**src/inc/ttu_pkg.sv**
```systemverilog
// Package of constants and types for the table transfer unit
package ttu_pkg;
	localparam int PROG_W = 16;
	localparam int DATA_W = 8;
	localparam int PADDR_W = 16;
	localparam int DADDR_W = 8;
	localparam logic [15:0] LATCH_RST = 16'h0000;
	localparam logic [15:0] TBLPTR_RST = 16'h0000;
	localparam logic [15:0] INT_TOP_DEF = 16'h1FFF;
	typedef enum logic [1:0] {
		TTU_LATCH_READ,
		TTU_LATCH_WRITE,
		TTU_READ,
		TTU_WRITE
	} ttu_op_t;
	typedef enum logic [1:0] {
		TTU_MODE_MICROCONTROLLER,
		TTU_MODE_EXT_MICROCONTROLLER,
		TTU_MODE_MICROPROCESSOR,
		TTU_MODE_RESERVED
	} ttu_mode_t;
endpackage : ttu_pkg

```
**src/inc/ttu_mem_if.sv**
```systemverilog
// Interface carrying one program memory access between unit and port logic
`timescale 1ns/1ps
interface ttu_mem_if;
	logic req;
	logic wr;
	logic ext;
	logic [15:0] addr;
	logic [15:0] wdata;
	logic [15:0] rdata;
	logic done;
	modport core (output req, output wr, output ext, output addr,
		output wdata, input rdata, input done);
	modport port (input req, input wr, input ext, input addr,
		input wdata, output rdata, output done);
endinterface : ttu_mem_if

```
**src/hw/ttu_mem_port.sv**
```systemverilog
// Routing of program memory accesses to the internal or external array
`timescale 1ns/1ps
module ttu_mem_port (
	input wire logic core_clk,
	input wire logic reset_n,
	ttu_mem_if.port mif,
	output logic int_req_r,
	output logic int_wr_r,
	output logic [15:0] int_addr_r,
	output logic [15:0] int_wdata_r,
	input wire logic [15:0] int_rdata,
	input wire logic int_ack,
	output logic ext_req_r,
	output logic ext_wr_r,
	output logic [15:0] ext_addr_r,
	output logic [15:0] ext_wdata_r,
	input wire logic [15:0] ext_rdata,
	input wire logic ext_ack
);
	logic busy_r;
	logic sel_ext_r;

	// Launch one access on the selected array, hold it until acknowledged
	always_ff @(posedge core_clk) begin
		if (!reset_n) begin
			busy_r <= 1'b0;
			sel_ext_r <= 1'b0;
			int_req_r <= 1'b0;
			ext_req_r <= 1'b0;
			int_wr_r <= 1'b0;
			ext_wr_r <= 1'b0;
			int_addr_r <= 16'h0000;
			ext_addr_r <= 16'h0000;
			int_wdata_r <= 16'h0000;
			ext_wdata_r <= 16'h0000;
		end else if (!busy_r && mif.req) begin
			busy_r <= 1'b1;
			sel_ext_r <= mif.ext;
			int_req_r <= !mif.ext;
			ext_req_r <= mif.ext;
			int_wr_r <= mif.wr;
			ext_wr_r <= mif.wr;
			int_addr_r <= mif.addr;
			ext_addr_r <= mif.addr;
			int_wdata_r <= mif.wdata;
			ext_wdata_r <= mif.wdata;
		end else if (busy_r && (sel_ext_r ? ext_ack : int_ack)) begin
			busy_r <= 1'b0;
			int_req_r <= 1'b0;
			ext_req_r <= 1'b0;
		end
	end

	// Completion and read data go back to the unit as a one-cycle answer
	assign mif.done = busy_r && (sel_ext_r ? ext_ack : int_ack);
	assign mif.rdata = sel_ext_r ? ext_rdata : int_rdata;
endmodule : ttu_mem_port

```
**src/hw/ttu_table_transfer.sv**
```systemverilog
// Table transfer unit between byte data memory and word program memory
//
// Summary of operation
// Program memory is 16 bits, data memory 8; a word takes two byte ops.
// Exactly four table instructions move data both ways between spaces.
// Latch-write and table-write carry data memory bytes toward program memory.
// Latch-read and table-read carry program memory data into data memory.
// External program memory only in extended microcontroller or processor mode.
// Byte-select operand picks latch high or low byte for the exchange.
`timescale 1ns/1ps
module ttu_table_transfer (
	input wire logic core_clk,
	input wire logic reset_n,
	input wire logic op_valid,
	input wire ttu_pkg::ttu_op_t op_code,
	input wire logic op_hi,
	input wire logic op_inc,
	input wire logic [7:0] op_daddr,
	input wire logic [7:0] dmem_rdata,
	input wire ttu_pkg::ttu_mode_t mode,
	input wire logic ptr_load,
	input wire logic [15:0] ptr_value,
	output logic op_ready_r,
	output logic op_done_r,
	output logic op_fault_r,
	output logic dmem_we_r,
	output logic [7:0] dmem_addr_r,
	output logic [7:0] dmem_wdata_r,
	output logic [15:0] latch_r,
	output logic [15:0] ptr_r,
	output logic int_req_r,
	output logic int_wr_r,
	output logic [15:0] int_addr_r,
	output logic [15:0] int_wdata_r,
	input wire logic [15:0] int_rdata,
	input wire logic int_ack,
	output logic ext_req_r,
	output logic ext_wr_r,
	output logic [15:0] ext_addr_r,
	output logic [15:0] ext_wdata_r,
	input wire logic [15:0] ext_rdata,
	input wire logic ext_ack
);
	typedef enum logic [1:0] {
		TTU_IDLE,
		TTU_MEM,
		TTU_DONE
	} ttu_state_t;

	ttu_state_t state_r;
	ttu_pkg::ttu_op_t op_r;
	logic hi_r;
	logic inc_r;
	logic [7:0] daddr_r;
	logic req_r;
	ttu_mem_if mif ();

	// Byte lane selection, used for both directions of the latch exchange
	function automatic logic [15:0] ttu_put_byte(input logic [15:0] w,
		input logic hi, input logic [7:0] b);
		ttu_put_byte = hi ? {b, w[7:0]} : {w[15:8], b};
	endfunction : ttu_put_byte

	function automatic logic [7:0] ttu_get_byte(input logic [15:0] w,
		input logic hi);
		ttu_get_byte = hi ? w[15:8] : w[7:0];
	endfunction : ttu_get_byte

	// External space is any address above the on-chip top
	function automatic logic ttu_is_ext(input logic [15:0] a);
		ttu_is_ext = a > ttu_pkg::INT_TOP_DEF;
	endfunction : ttu_is_ext

	// Word-level access is gated here: external fetch in plain mode faults
	logic ext_ok;
	logic wants_ext;
	assign ext_ok = (mode == ttu_pkg::TTU_MODE_EXT_MICROCONTROLLER) ||
		(mode == ttu_pkg::TTU_MODE_MICROPROCESSOR);
	assign wants_ext = ttu_is_ext(ptr_r);

	assign mif.req = req_r;
	assign mif.wr = (op_r == ttu_pkg::TTU_WRITE);
	assign mif.ext = wants_ext;
	assign mif.addr = ptr_r;
	assign mif.wdata = latch_r;

	ttu_mem_port u_port (
		.core_clk(core_clk),
		.reset_n(reset_n),
		.mif(mif.port),
		.int_req_r(int_req_r),
		.int_wr_r(int_wr_r),
		.int_addr_r(int_addr_r),
		.int_wdata_r(int_wdata_r),
		.int_rdata(int_rdata),
		.int_ack(int_ack),
		.ext_req_r(ext_req_r),
		.ext_wr_r(ext_wr_r),
		.ext_addr_r(ext_addr_r),
		.ext_wdata_r(ext_wdata_r),
		.ext_rdata(ext_rdata),
		.ext_ack(ext_ack)
	);

	// Sequencer: one byte op per instruction, word ops wait for memory
	always_ff @(posedge core_clk) begin
		if (!reset_n) begin
			state_r <= TTU_IDLE;
			op_r <= ttu_pkg::TTU_LATCH_READ;
			hi_r <= 1'b0;
			inc_r <= 1'b0;
			daddr_r <= 8'h00;
			req_r <= 1'b0;
			op_ready_r <= 1'b0;
			op_done_r <= 1'b0;
			op_fault_r <= 1'b0;
		end else begin
			op_done_r <= 1'b0;
			op_fault_r <= 1'b0;
			unique case (state_r)
				TTU_IDLE: begin
					op_ready_r <= 1'b1;
					if (op_valid && op_ready_r) begin
						op_r <= op_code;
						hi_r <= op_hi;
						inc_r <= op_inc;
						daddr_r <= op_daddr;
						op_ready_r <= 1'b0;
						if (op_code == ttu_pkg::TTU_READ ||
							op_code == ttu_pkg::TTU_WRITE) begin
							state_r <= TTU_MEM;
						end else begin
							state_r <= TTU_DONE;
						end
					end
				end
				TTU_MEM: begin
					if (wants_ext && !ext_ok) begin
						op_fault_r <= 1'b1;
						state_r <= TTU_DONE;
					end else if (!req_r) begin
						req_r <= 1'b1;
					end else if (mif.done) begin
						req_r <= 1'b0;
						state_r <= TTU_DONE;
					end
				end
				TTU_DONE: begin
					op_done_r <= 1'b1;
					state_r <= TTU_IDLE;
				end
			endcase
		end
	end

	// Program memory word pointer, optionally stepped after a word op
	always_ff @(posedge core_clk) begin
		if (!reset_n) begin
			ptr_r <= ttu_pkg::TBLPTR_RST;
		end else if (ptr_load) begin
			ptr_r <= ptr_value;
		end else if (state_r == TTU_DONE && inc_r &&
			(op_r == ttu_pkg::TTU_READ || op_r == ttu_pkg::TTU_WRITE)) begin
			ptr_r <= ptr_r + 16'h0001;
		end
	end

	// Table latch: bytes in from data memory, words in from program memory
	always_ff @(posedge core_clk) begin
		if (!reset_n) begin
			latch_r <= ttu_pkg::LATCH_RST;
		end else if (state_r == TTU_IDLE && op_valid && op_ready_r &&
			(op_code == ttu_pkg::TTU_LATCH_WRITE ||
			op_code == ttu_pkg::TTU_WRITE)) begin
			latch_r <= ttu_put_byte(latch_r, op_hi, dmem_rdata);
		end else if (state_r == TTU_MEM && req_r && mif.done &&
			op_r == ttu_pkg::TTU_READ) begin
			latch_r <= mif.rdata;
		end
	end

	// Data memory write-back of one latch byte for the read instructions.
	// Table read returns the latch byte as it stood before the refill,
	// so a word is walked out by pairs of reads without losing a byte.
	always_ff @(posedge core_clk) begin
		if (!reset_n) begin
			dmem_we_r <= 1'b0;
			dmem_addr_r <= 8'h00;
			dmem_wdata_r <= 8'h00;
		end else begin
			dmem_we_r <= 1'b0;
			if (state_r == TTU_IDLE && op_valid && op_ready_r) begin
				dmem_addr_r <= op_daddr;
				if (op_code == ttu_pkg::TTU_LATCH_READ ||
					op_code == ttu_pkg::TTU_READ) begin
					dmem_we_r <= 1'b1;
					dmem_wdata_r <= ttu_get_byte(latch_r, op_hi);
				end
			end
		end
	end

	// Checks
	property p_one_byte_read;
		@(posedge core_clk) disable iff (!reset_n)
		(state_r == TTU_IDLE && op_valid && op_ready_r &&
		op_code == ttu_pkg::TTU_LATCH_READ) |=> dmem_we_r &&
		dmem_wdata_r == ttu_get_byte($past(latch_r), $past(op_hi));
	endproperty
	a_one_byte_read: assert property (p_one_byte_read)
		else $error("latch byte not returned to data memory");

	property p_no_ext_in_plain;
		@(posedge core_clk) disable iff (!reset_n)
		!ext_ok |-> !ext_req_r [*2];
	endproperty
	a_no_ext_in_plain: assert property (p_no_ext_in_plain)
		else $error("external access outside extended modes");

	property p_write_keeps_other;
		@(posedge core_clk) disable iff (!reset_n)
		(state_r == TTU_IDLE && op_valid && op_ready_r &&
		op_code == ttu_pkg::TTU_LATCH_WRITE && op_hi) |=>
		latch_r[7:0] == $past(latch_r[7:0]) &&
		latch_r[15:8] == $past(dmem_rdata);
	endproperty
	a_write_keeps_other: assert property (p_write_keeps_other)
		else $error("latch write touched wrong byte");

	property p_latch_op_fast;
		@(posedge core_clk) disable iff (!reset_n)
		(state_r == TTU_IDLE && op_valid && op_ready_r &&
		(op_code == ttu_pkg::TTU_LATCH_READ ||
		op_code == ttu_pkg::TTU_LATCH_WRITE)) |=> ##1 op_done_r;
	endproperty
	a_latch_op_fast: assert property (p_latch_op_fast)
		else $error("latch instruction did not finish in two cycles");

	property p_word_read_fill;
		@(posedge core_clk) disable iff (!reset_n)
		(state_r == TTU_MEM && req_r && mif.done &&
		op_r == ttu_pkg::TTU_READ) |=> latch_r == $past(mif.rdata) ##1 op_done_r;
	endproperty
	a_word_read_fill: assert property (p_word_read_fill)
		else $error("table read did not fill the latch");

	// A refused external word op must fault, never reach the external array
	property p_fault_pulse;
		@(posedge core_clk) disable iff (!reset_n)
		(state_r == TTU_MEM && wants_ext && !ext_ok) |=>
		op_fault_r && !ext_req_r ##1 op_done_r;
	endproperty
	a_fault_pulse: assert property (p_fault_pulse)
		else $error("refused external access did not fault");
endmodule : ttu_table_transfer

```
**config.mk**
```make
export PLATFORM = sky130hd
export DESIGN_NAME = ttu_table_transfer
export DESIGN_NICKNAME = d
export VERILOG_FILES = /design/src/inc/ttu_pkg.sv /design/src/inc/ttu_mem_if.sv /design/src/hw/ttu_mem_port.sv /design/src/hw/ttu_table_transfer.sv
export SDC_FILE = /design/constraint.sdc
export NUM_CORES = 1
export LEC_CHECK = 0
export ABC_AREA = 1
export BUFFER_PORTS_ARGS = -buffer_cell sky130_fd_sc_hd__buf_2
export CAP_MARGIN = 40
export CORE_MARGIN = 2
export CORE_UTILIZATION = 48
export CTS_CLUSTER_SIZE = 16
export DETAILED_ROUTE_END_ITERATION = 7
export PLACE_DENSITY = 0.8
export REMOVE_ABC_BUFFERS = 1
export SLEW_MARGIN = 10
export SYNTH_ARGS = -nofsm -noshare
export SYNTH_HDL_FRONTEND = slang
export SYNTH_SLANG_ARGS = --single-unit
```
**constraint.sdc**
```tcl
create_clock -name core_clk -period 1.85 [get_ports core_clk]
set_clock_uncertainty 0.2 [all_clocks]
set_input_delay 0.2775 -clock core_clk [delete_from_list [all_inputs] [get_ports core_clk]]
set_output_delay 0.2775 -clock core_clk [all_outputs]
set_load 0.01 [all_outputs]
```
==> results.tsv, run 1 <==
stage	metric	value	unit
min_path	worst min path class	in -> reg	
sta	Peak Freq	0.574	GHz
global_routing	first-pass GRT wire length	21.2	mm
global_routing	met1 Track Usage GR	0.328	
sta	Fin. Hold Viols	1	
synth	syn avg cell area	6.96	sq um
floorplan	height of the die	102	um
power	Seq pwr share	0.420	
synth	post-synthesis compound-gate area fraction	0.167	
synth	Cells after Synth	665	
synth	main combinational cell family by area after synthesis	simple AND/OR/NAND/NOR gates	
clocking	Num CTS Buffers	9	
setup_path	critical path cell sequence	inv_1 > ha_4 > nand3_4 > nor2_8 > buf_4 > nand2_8 > nand2_8 > inv_4 > nor2_1 > nor2_1	
finish	Syn-to-layout area delta	29.3	%
synth	YS warnings	0	
route	routed len/inst	13.9	um
finish	ant diodes	0	
synth	Netlist cell types	34	
synth	Post-synth ARST share	0	
global_routing	vias in the first global route	4489	
global_routing	grt ovf	0	
power	total power	6.31	mW
floorplan	core area	9280	sq um
status	status	finished, violations left	
finish	fin util	0.645	
global_routing	initial antenna violation count	0	
route	antenna viol nets, final	0	
status	failing checks	hold timing	
power	Static Leak	3.07	nW
placed_design	post-detail-place hpwl	9.77	mm
placed_design	I/O Buffers	195	
min_path	hold path depth	3	
synth	area share of fa/ha/maj cells after synthesis	0.0108	
sta	Worst Hold Slack	-0.000683	ns
finish	most frequent cells in the layout	buf_2, nand2_1, dfxtp_1	
power	Combinational Power Share	0.341	
power	Int Pwr	4.05	mW
global_routing	largest net degree at the start of global routing	51	
sta	Rel. slew slack	0.518	
synth	number of synthesized register bits	95	
min_path	Worst Hold Launch	ptr_value[1]	
synth	area share of and/or/nand/nor cells after synthesis	0.276	
setup_path	Worst setup SP type	register	
finish	fraction of layout cells with a size suffix above 1	0.305	
floorplan	IO Pins	196	
setup_path	Critical Path Max Stage Delay	0.33	ns
floorplan	DIE AREA	10400	sq um
power	maximum vdd drop	567	uV
run	max cap viols	0	
setup_path	Worst Setup End Kind	register	
global_routing	GRT Overall Usage	0.254	
power	P_sw	2.26	mW
synth	EDFF count, synth	0	
setup_path	worst setup path class	reg -> reg	
route	DR DRC count	0	
setup_path	slowest CP cell	dfxtp_1	
clocking	CTS tree	built	
sta	Setup Total Neg Slack	0	ns
global_routing	Most Crowded Layer GR	met2	
synth	register area share after synthesis	0.411	
route	Vias	4992	
synth	multiplexer share of the synthesized area	0	
route	violation count after the first detailed-route iteration	217	
setup_path	cells on worst reg2reg path	10	
finish	nets	922	
clocking	clock-pin slew on the worst setup and hold paths	0.10	ns
route	Detailed Routing Iterations Pass 1	5	
setup_path	worst endpoint required time	1.91	ns
placed_design	Placer Congestion	0.901	
setup_path	CP max FO	12	
finish	commonest non-fill, non-tap cell in the layout	buf_2	
floorplan	FP Rows	35	
setup_path	reg-to-reg slack, setup	0.11	ns
power	Clock power frac	0.239	
setup_path	Crit path arrival time	1.80	ns
sta	count of final setup violators	0	
route	WL final	13.5	mm
clocking	Worst-Skew Late Latency	0.36	ns
global_routing	M3 GR Usage	0.0328	
sta	worst slew pin tran	0.722	ns
clocking	CTS Buffer Depth	2	
setup_path	reg2reg start	state_r[1]	
route	Vias/cell	5.12	
global_routing	GRT met2 Usage	0.438	
sta	final critical-path share of the clock period	0.942	
clocking	H-tree levels	3	
synth	prevailing post-synth register cell	dfxtp_1	
sta	Slew Limit Fails	0	
floorplan	Starting Density	0.499	
clocking	root buffer cell	clkbuf_8	
setup_path	r2r endpoint	latch_r[12]	
power	sw frac	0.358	
power	Power Density	1050	nW/um^2
synth	Synth Area in XOR/XNOR	0.00378	
floorplan	die width	102	um
synth	post-synthesis cell area	4630	sq um
sta	Period minus WS final	1.74	ns
min_path	hold endpoint	ptr_r[1]	
clocking	Sink Count	95	
## stage by stage
stage | worst slack (ns) | hold WS, ns | cells | area [sq um]
global placement | 0.107 | 0.250 | 944 | 5560
global route | -0.0165 | 0.00523 | 975 | 5990
detailed placement | -0.0212 | 0.255 | 944 | 5560
CTS | 0.0155 | 0.000477 | 973 | 5920
floorplan | -0.460 | 0.175 | 601 | 4230
finish | 0.107 | -0.000683 | 975 | 5990
## registers in the layout (all words and copies together) (netlist names), 2 cells and up
register            count
u_port.ext_addr_r      16
dmem_addr_r             8
state_r                 2
u_port.ext_wdata_r     16
dmem_wdata_r            8
latch_r                16
op_r                    2
ptr_r                  16
## Yosys cell counts, types with 2 or more instances
cell type | n | area share
buf_2 | 8 | 0.0086
inv_2 | 2 | 0.0016
ha_1 | 4 | 0.011
a211oi_1 | 2 | 0.0032
a31oi_1 | 12 | 0.016
buf_1 | 2 | 0.0016
a21oi_1 | 50 | 0.054
nand3_4 | 2 | 0.0076
nand2_2 | 3 | 0.0041
nand3_1 | 31 | 0.034
nand2_1 | 174 | 0.14
buf_6 | 4 | 0.0097
dfxtp_1 | 95 | 0.41
inv_4 | 2 | 0.0027
nor2_2 | 5 | 0.0068
nand4_1 | 6 | 0.0081
o21ai_0 | 67 | 0.072
o21ai_1 | 13 | 0.014
o211ai_1 | 2 | 0.0032
inv_1 | 49 | 0.040
buf_4 | 33 | 0.053
clkbuf_1 | 16 | 0.013
nand2_4 | 2 | 0.0049
nor2_1 | 71 | 0.058
## power by group through the flow
stage	Clock (mW)	Sequential, mW	Combinational, mW
global route	1.60	2.69	2.42
floorplan	0	2.91	0.897
CTS	1.53	2.64	2.13
detailed placement	0	2.69	2.09
finish	1.51	2.65	2.15
global placement	0	2.67	2.04
## worst max-delay path by stage
stage,startpoint,endpoint,cells after the start
floorplan,mif.req,u_port.int_req_r,5
global placement,state_r[0],latch_r[1],9
detailed placement,state_r[0],latch_r[4],9
CTS,state_r[0],latch_r[4],9
global route,ptr_r[0],ptr_r[5],7
finish,state_r[1],latch_r[12],10
## layer usage
metal | vias to the layer above | share of wire
met5 | - | 0
met4 | 0 | 0.024
met3 | 31 | 0.060
met2 | 193 | 0.49
met1 | 2291 | 0.42
li1 | 2477 | -
## cell type report
cell class	count	area, sq um
fillers	867	3300
multi-input cells	452	2170
flip-flops and latches	95	1900
repair buffers	230	1320
inverters	54	210
well taps	129	161
clock buffers	12	145
clock inverters	3	67.6
## critical path: cells and delay by family (launching register included)
| family | cells | cell delay, ns |
|---|---|---|
| AND/OR/NAND/NOR | 6 | 0.61 |
| buffers and inverters | 3 | 0.34 |
| flip-flops | 1 | 0.33 |
| adder cells (fa/ha/maj) | 1 | 0.17 |
## timing repair
item	in CTS	in global routing
setup buffers	0	2
pin swaps	0	1
hold buffers	14	0
endpoints found under the hold margin	15	0
setup endpoints to repair	3	31
gates resized for setup	2	14
## kinds of logic (layout without fill, tap and decap cells)
| group | count (synthesis) | in the layout |
|---|---|---|
| AND/OR/NAND/NOR | 298 | 298 |
| AO/OA/AOI/OAI | 148 | 148 |
| buffers and inverters | 118 | 299 |
| flip-flops | 95 | 95 |
| adder cells (fa/ha/maj) | 4 | 4 |
| XOR/XNOR | 2 | 2 |
(Power assumes the default switching activity.)
==> run 2, diff against run 1 <==
- SETUP_SLACK_MARGIN: default -> 0.2
- clock period: 1.85 -> 1.82 ns (I/O delays scaled with it)
==> run 2 against run 1 <==
The flow now finishes without violations. Worst hold slack gained 0.027 ns. Sequential power is 2% higher. Routed wire length up 7.1%. Critical path type unchanged. Critical endpoint is now latch_r[3]. Largest power group unchanged.
==> results.tsv, run 2 (synthesis gave the netlist of run 1 again) <==
stage	metric	value	unit	change
route	violation count after the first detailed-route iteration	272		was 217
finish	Final Cell Area	6260	sq um	was 5990 sq um
finish	nets	938		was 922
route	WL final	14.5	mm	was 13.5 mm
sta	fin worst setup slack	0.123	ns	was 0.107 ns
power	total power	6.62	mW	was 6.31 mW
power	Static Leak	3.14	nW	was 3.07 nW
finish	commonest non-fill, non-tap cell in the layout	buf_2		unchanged
floorplan	core area	9280	sq um	unchanged
finish	ant diodes	0		unchanged
sta	Peak Freq	0.589	GHz	was 0.574 GHz
power	Seq pwr share	0.410		was 0.420
power	sw frac	0.371		was 0.358
sta	Rel. slew slack	0.751		was 0.518
placed_design	pre-CTS setup slack	-0.0415	ns	was -0.0212 ns
setup_path	Worst Setup End Kind	register		unchanged
finish	Syn-to-layout area delta	35.3	%	was 29.3%
power	Power Density	1060	nW/um^2	was 1050 nW/um^2
run	max cap viols	0		unchanged
clocking	Worst-Skew Late Latency	0.36	ns	about the same
global_routing	GRT Overall Usage	0.260		was 0.254
clocking	root buffer cell	clkbuf_8		unchanged
min_path	worst min path class	in -> reg		unchanged
route	Detailed Routing Iterations Pass 1	5		unchanged
power	maximum vdd drop	487	uV	was 567 uV
sta	count of final setup violators	0		unchanged
floorplan	IO Pins	196		unchanged
route	DR DRC count	0		unchanged
floorplan	height of the die	102	um	unchanged
sta	Slew Limit Fails	0		unchanged
global_routing	first-pass GRT wire length	21.6	mm	was 21.2 mm
power	P_sw	2.45	mW	was 2.26 mW
finish	most frequent cells in the layout	buf_2, nand2_1, dfxtp_1		unchanged
clocking	clock-pin slew on the worst setup and hold paths	0.09	ns	was 0.10 ns
finish	fraction of layout cells with a size suffix above 1	0.348		was 0.305
status	status	finished clean		was finished, violations left
floorplan	DIE AREA	10400	sq um	unchanged
clocking	CTS tree	built		unchanged
global_routing	largest net degree at the start of global routing	42		was 51
sta	Fin. Hold Viols	0		was 1
power	Int Pwr	4.16	mW	was 4.05 mW
power	Clock power frac	0.220		was 0.239
setup_path	CP max FO	7		was 12
global_routing	initial antenna violation count	0		unchanged
setup_path	Worst setup SP type	register		unchanged
power	Combinational Power Share	0.370		was 0.341
setup_path	worst endpoint required time	1.91	ns	about the same
placed_design	post-detail-place hpwl	9.98	mm	was 9.77 mm
finish	fillers	838		was 867
clocking	H-tree levels	3		unchanged
sta	Worst Hold Slack	0.0268	ns	was -0.000683 ns
clocking	CTS Buffer Depth	2		unchanged
placed_design	Placer Congestion	0.902		was 0.901
finish	Seq. cell area	1920	sq um	was 1900 sq um
sta	final critical-path share of the clock period	0.932		was 0.942
route	Vias	5146		was 4,992
floorplan	Starting Density	0.499		unchanged
route	Vias/cell	5.19		was 5.12
floorplan	die width	102	um	unchanged
route	routed len/inst	14.6	um	was 13.9 um
clocking	Num CTS Buffers	9		unchanged
placed_design	I/O Buffers	195		unchanged
global_routing	grt ovf	0		unchanged
sta	Period minus WS final	1.70	ns	was 1.74 ns
setup_path	Critical Path Max Stage Delay	0.35	ns	was 0.33 ns
setup_path	slowest CP cell	dfxtp_2		was dfxtp_1
setup_path	worst setup path class	reg -> reg		unchanged
route	antenna viol nets, final	0		unchanged
clocking	Sink Count	95		unchanged
placed_design	Post-DP Area	5560	sq um	about the same
finish	multi-input logic area	2280	sq um	was 2170 sq um
setup_path	critical path cell sequence	inv_4 > ha_4 > nand3_4 > nor2_8 > nor2_4 > nand2_4 > buf_6 > nand3_1 > a21oi_1		was inv_1 > ha_4 > nand3_4 > nor2_8 > buf_4 > nand2_8 > nand2_8 > inv_4 > nor2_1 > nor2_1
sta	worst slew pin tran	0.374	ns	was 0.722 ns
sta	RSZ-0062 raised after global routing	true		
floorplan	FP Rows	35		unchanged
setup_path	Crit path arrival time	1.79	ns	was 1.80 ns
global_routing	vias in the first global route	4699		was 4,489
==> run 2: layout make-up <==
cell class / count / share of cell area
Inverter: 54 / 0.0348
Clock buffer: 11 / 0.0242
Tap cell: 129 / 0.0258
Timing Repair Buffer: 244 / 0.234
Sequential cell: 95 / 0.306
Multi-Input combinational cell: 452 / 0.364
Timing Repair inverter: 2 / 0.00240
Clock inverter: 5 / 0.00899
==> run 2: repair_timing <==
item | CTS | global route
hold buffers | 16 | 0
buffers inserted | 4 | 6
endpoints found under the setup margin | 50 | 72
pin swaps | 8 | 11
gates cloned | 1 | 2
endpoints found under the hold margin | 16 | 0
resized for setup | 32 | 32
==> run 2: power by group through the flow <==
stage	clock network (mW)	registers [mW]	logic [mW]
6_report	1.46	2.71	2.45
5_1_grt	1.55	2.75	2.72
4_1_cts	1.48	2.70	2.25
3_5_place_dp	0	2.73	2.12
3_3_place_gp	0	2.71	2.07
2_1_floorplan	0	2.96	0.912
==> run 2: through the flow <==
step            util  instances  TNS (ns)
6_report       0.675        992         0
5_1_grt        0.675        992         0
4_1_cts        0.654        984         0
3_5_place_dp   0.599        947    -0.134
3_3_place_gp   0.599        947         0
2_1_floorplan      -        601     -9.51
==> run 2: worst max-delay path: cells and delay by family (launching register included) <==
kind | cells | cell delay [ns]
simple gates | 5 | 0.60
flops | 1 | 0.35
buf+inv | 2 | 0.23
fa+ha+maj | 1 | 0.15
compound gates | 1 | 0.13
==> run 2: final timing paths <==
check	depth (start not counted)	slack, ns	to	startpoint
setup / recovery	9	0.12	latch_r[3]	state_r[0]
hold / removal	3	0.03	ptr_r[7]	ptr_value[7]
setup reg to reg	9	0.12	latch_r[3]	state_r[0]
hold reg to reg	2	0.27	dmem_addr_r[3]	dmem_addr_r[3]
==> run 2: routing by layer <==
layer,vias to the layer above,routed length [um],global-route usage
li1,2503,-,-
met1,2365,5710,0.319
met2,242,7320,0.451
met3,36,1110,0.0438
met4,0,369,0.113
met5,-,0,0
==> run 3, diff against run 2 <==
- MAX_ROUTING_LAYER: default -> met4
==> run 3 against run 2 <==
Worst hold slack about the same. Clock-buffer cell count shrank 1. Register-to-register slack lost 0.03 ns.
==> results.tsv, run 3 (synthesis gave the netlist of run 1 again) <==
stage	metric	value	unit	change
status	status	finished clean		unchanged
sta	Setup Total Neg Slack	0	ns	unchanged
sta	Peak Freq	0.580	GHz	was 0.589 GHz
setup_path	CP max FO	6		was 7
global_routing	first-pass GRT wire length	21.5	mm	was 21.6 mm
setup_path	slowest CP cell	dfxtp_2		unchanged
clocking	CTS Buffer Depth	2		unchanged
finish	fillers	849		was 838
placed_design	post-detail-place hpwl	9.92	mm	was 9.98 mm
sta	Period minus WS final	1.72	ns	was 1.70 ns
setup_path	worst endpoint required time	1.91	ns	about the same
setup_path	Critical Path Max Stage Delay	0.34	ns	was 0.35 ns
global_routing	largest net degree at the start of global routing	45		was 42
route	routed len/inst	14.4	um	was 14.6 um
floorplan	Starting Density	0.499		unchanged
finish	fraction of layout cells with a size suffix above 1	0.351		was 0.348
clocking	Worst-Skew Late Latency	0.36	ns	about the same
finish	most frequent cells in the layout	buf_2, nand2_1, dfxtp_1		unchanged
sta	RSZ-0062 raised after global routing	true		unchanged
run	max cap viols	0		unchanged
setup_path	worst setup path class	reg -> reg		unchanged
placed_design	I/O Buffers	195		unchanged
power	Power Density	1030	nW/um^2	was 1060 nW/um^2
route	Detailed Routing Iterations Pass 1	5		unchanged
finish	fin util	0.671		was 0.675
floorplan	core area	9280	sq um	unchanged
floorplan	height of the die	102	um	unchanged
global_routing	Most Crowded Layer GR	met2		unchanged
finish	Seq. cell area	1920	sq um	unchanged
floorplan	IO Pins	196		unchanged
finish	multi-input logic area	2290	sq um	was 2280 sq um
min_path	worst min path class	in -> reg		unchanged
floorplan	FP Rows	35		unchanged
route	antenna viol nets, final	0		unchanged
sta	Fin. Hold Viols	0		unchanged
global_routing	GRT met2 Usage	0.456		was 0.451
clocking	clock-pin slew on the worst setup and hold paths	0.10	ns	was 0.09 ns
route	Vias	5193		was 5,146
finish	Syn-to-layout area delta	34.6	%	was 35.3%
setup_path	Worst Setup End Kind	register		unchanged
setup_path	Worst setup SP type	register		unchanged
clocking	H-tree levels	3		unchanged
setup_path	Crit path arrival time	1.82	ns	was 1.79 ns
clocking	CTS tree	built		unchanged
setup_path	critical path cell sequence	inv_2 > ha_4 > nand3_4 > nor2_8 > buf_12 > nand2_8 > buf_4 > o21ai_2 > nand2_1 > a21oi_2		was inv_4 > ha_4 > nand3_4 > nor2_8 > nor2_4 > nand2_4 > buf_6 > nand3_1 > a21oi_1
sta	count of final setup violators	0		unchanged
global_routing	vias in the first global route	4595		was 4,699
finish	commonest non-fill, non-tap cell in the layout	buf_2		unchanged
clocking	Num CTS Buffers	9		unchanged
global_routing	M3 GR Usage	0.0417		was 0.0438
route	WL final	14.3	mm	was 14.5 mm
power	Static Leak	3.13	nW	was 3.14 nW
route	violation count after the first detailed-route iteration	212		was 272
sta	Slew Limit Fails	0		unchanged
clocking	root buffer cell	clkbuf_8		unchanged
global_routing	grt ovf	0		unchanged
sta	final critical-path share of the clock period	0.948		was 0.932
power	maximum vdd drop	488	uV	was 487 uV
floorplan	DIE AREA	10400	sq um	unchanged
global_routing	GRT Overall Usage	0.266		was 0.260
sta	worst slew pin tran	0.341	ns	was 0.374 ns
clocking	Sink Count	95		unchanged
finish	nets	939		was 938
placed_design	Post-DP Area	5570	sq um	was 5560 sq um
route	DR DRC count	0		unchanged
global_routing	initial antenna violation count	0		unchanged
floorplan	die width	102	um	unchanged
finish	Final Cell Area	6230	sq um	was 6260 sq um
route	Vias/cell	5.23		was 5.19
sta	Rel. slew slack	0.773		was 0.751
global_routing	met1 Track Usage GR	0.317		was 0.319
finish	ant diodes	0		unchanged
placed_design	Placer Congestion	0.909		was 0.902
==> run 3: cell count changes in the layout (fill, tap and decap cells not counted), moves of 2 or more <==
cell / previous run / this run
buf_12: 4 / 6
clkinv_4: 1 / 3
o21ai_0: 61 / 55
clkbuf_8: 11 / 9
nand2_2: 1 / 4
o21ai_1: 16 / 21
nand3_4: 5 / 3
nand2_1: 173 / 171
==> run 3: worst paths after layout <==
path | cells after the start | startpoint | slack, ns | to
worst max-delay path | 10 | state_r[0] | 0.1 | latch_r[5]
worst min-delay path | 3 | ptr_value[7] | 0.03 | ptr_r[7]
worst min register to register | 2 | dmem_addr_r[4] | 0.28 | dmem_addr_r[4]
worst max register to register | 10 | state_r[0] | 0.1 | latch_r[5]
==> run 3: per-layer routing <==
metal  vias to the layer above  share of wire  routed length (um)
met5                         -              0                   0
met4                         0          0.021                 299
met3                        28          0.071                1020
met2                       231           0.50                7180
met1                      2418           0.41                5810
li1                       2516              -                   -
==> run 3: cell type report <==
class	instances	share of cell area
Multi-Input combinational cell	454	0.367
Sequential cell	95	0.307
Timing Repair inverter	3	0.00361
Clock inverter	6	0.00723
Inverter	54	0.0349
Clock buffer	10	0.0205
Timing Repair Buffer	242	0.233
Tap cell	129	0.0259
==> run 3: worst max-delay path, delay by kind of cell (launching register included) <==
family,cells,cell delay [ns]
fa+ha+maj,1,0.15
compound gates,2,0.22
buf+inv,3,0.39
flops,1,0.34
simple gates,4,0.37
==> run 3: what timing repair did <==
action                                  4_1_cts  5_1_grt
gates cloned                                  3        2
endpoints found under the setup margin       53       78
hold endpoints to repair                     16        0
pin swaps                                    10        6
resized for setup                            38       32
hold buffers                                 15        0
setup buffers                                 6        4
==> run 3: stage by stage <==
step	cells	power, mW	hold WS (ns)	setup slack, ns
6_report	993	6.43	0.0264	0.0953
3_5_place_dp	947	4.85	0.258	-0.0511
2_1_floorplan	601	3.87	0.171	-0.490
3_3_place_gp	947	4.78	0.249	0.0518
4_1_cts	987	6.28	0.0227	0.110
5_1_grt	993	6.84	0.0204	0.0466
==> run 3: report_power, final <==
group	switching [mW]	internal, mW	total (mW)
registers	0.270	2.43	2.70
logic	1.44	1.01	2.45
clock network	0.777	0.506	1.28
total	2.49	3.95	6.43
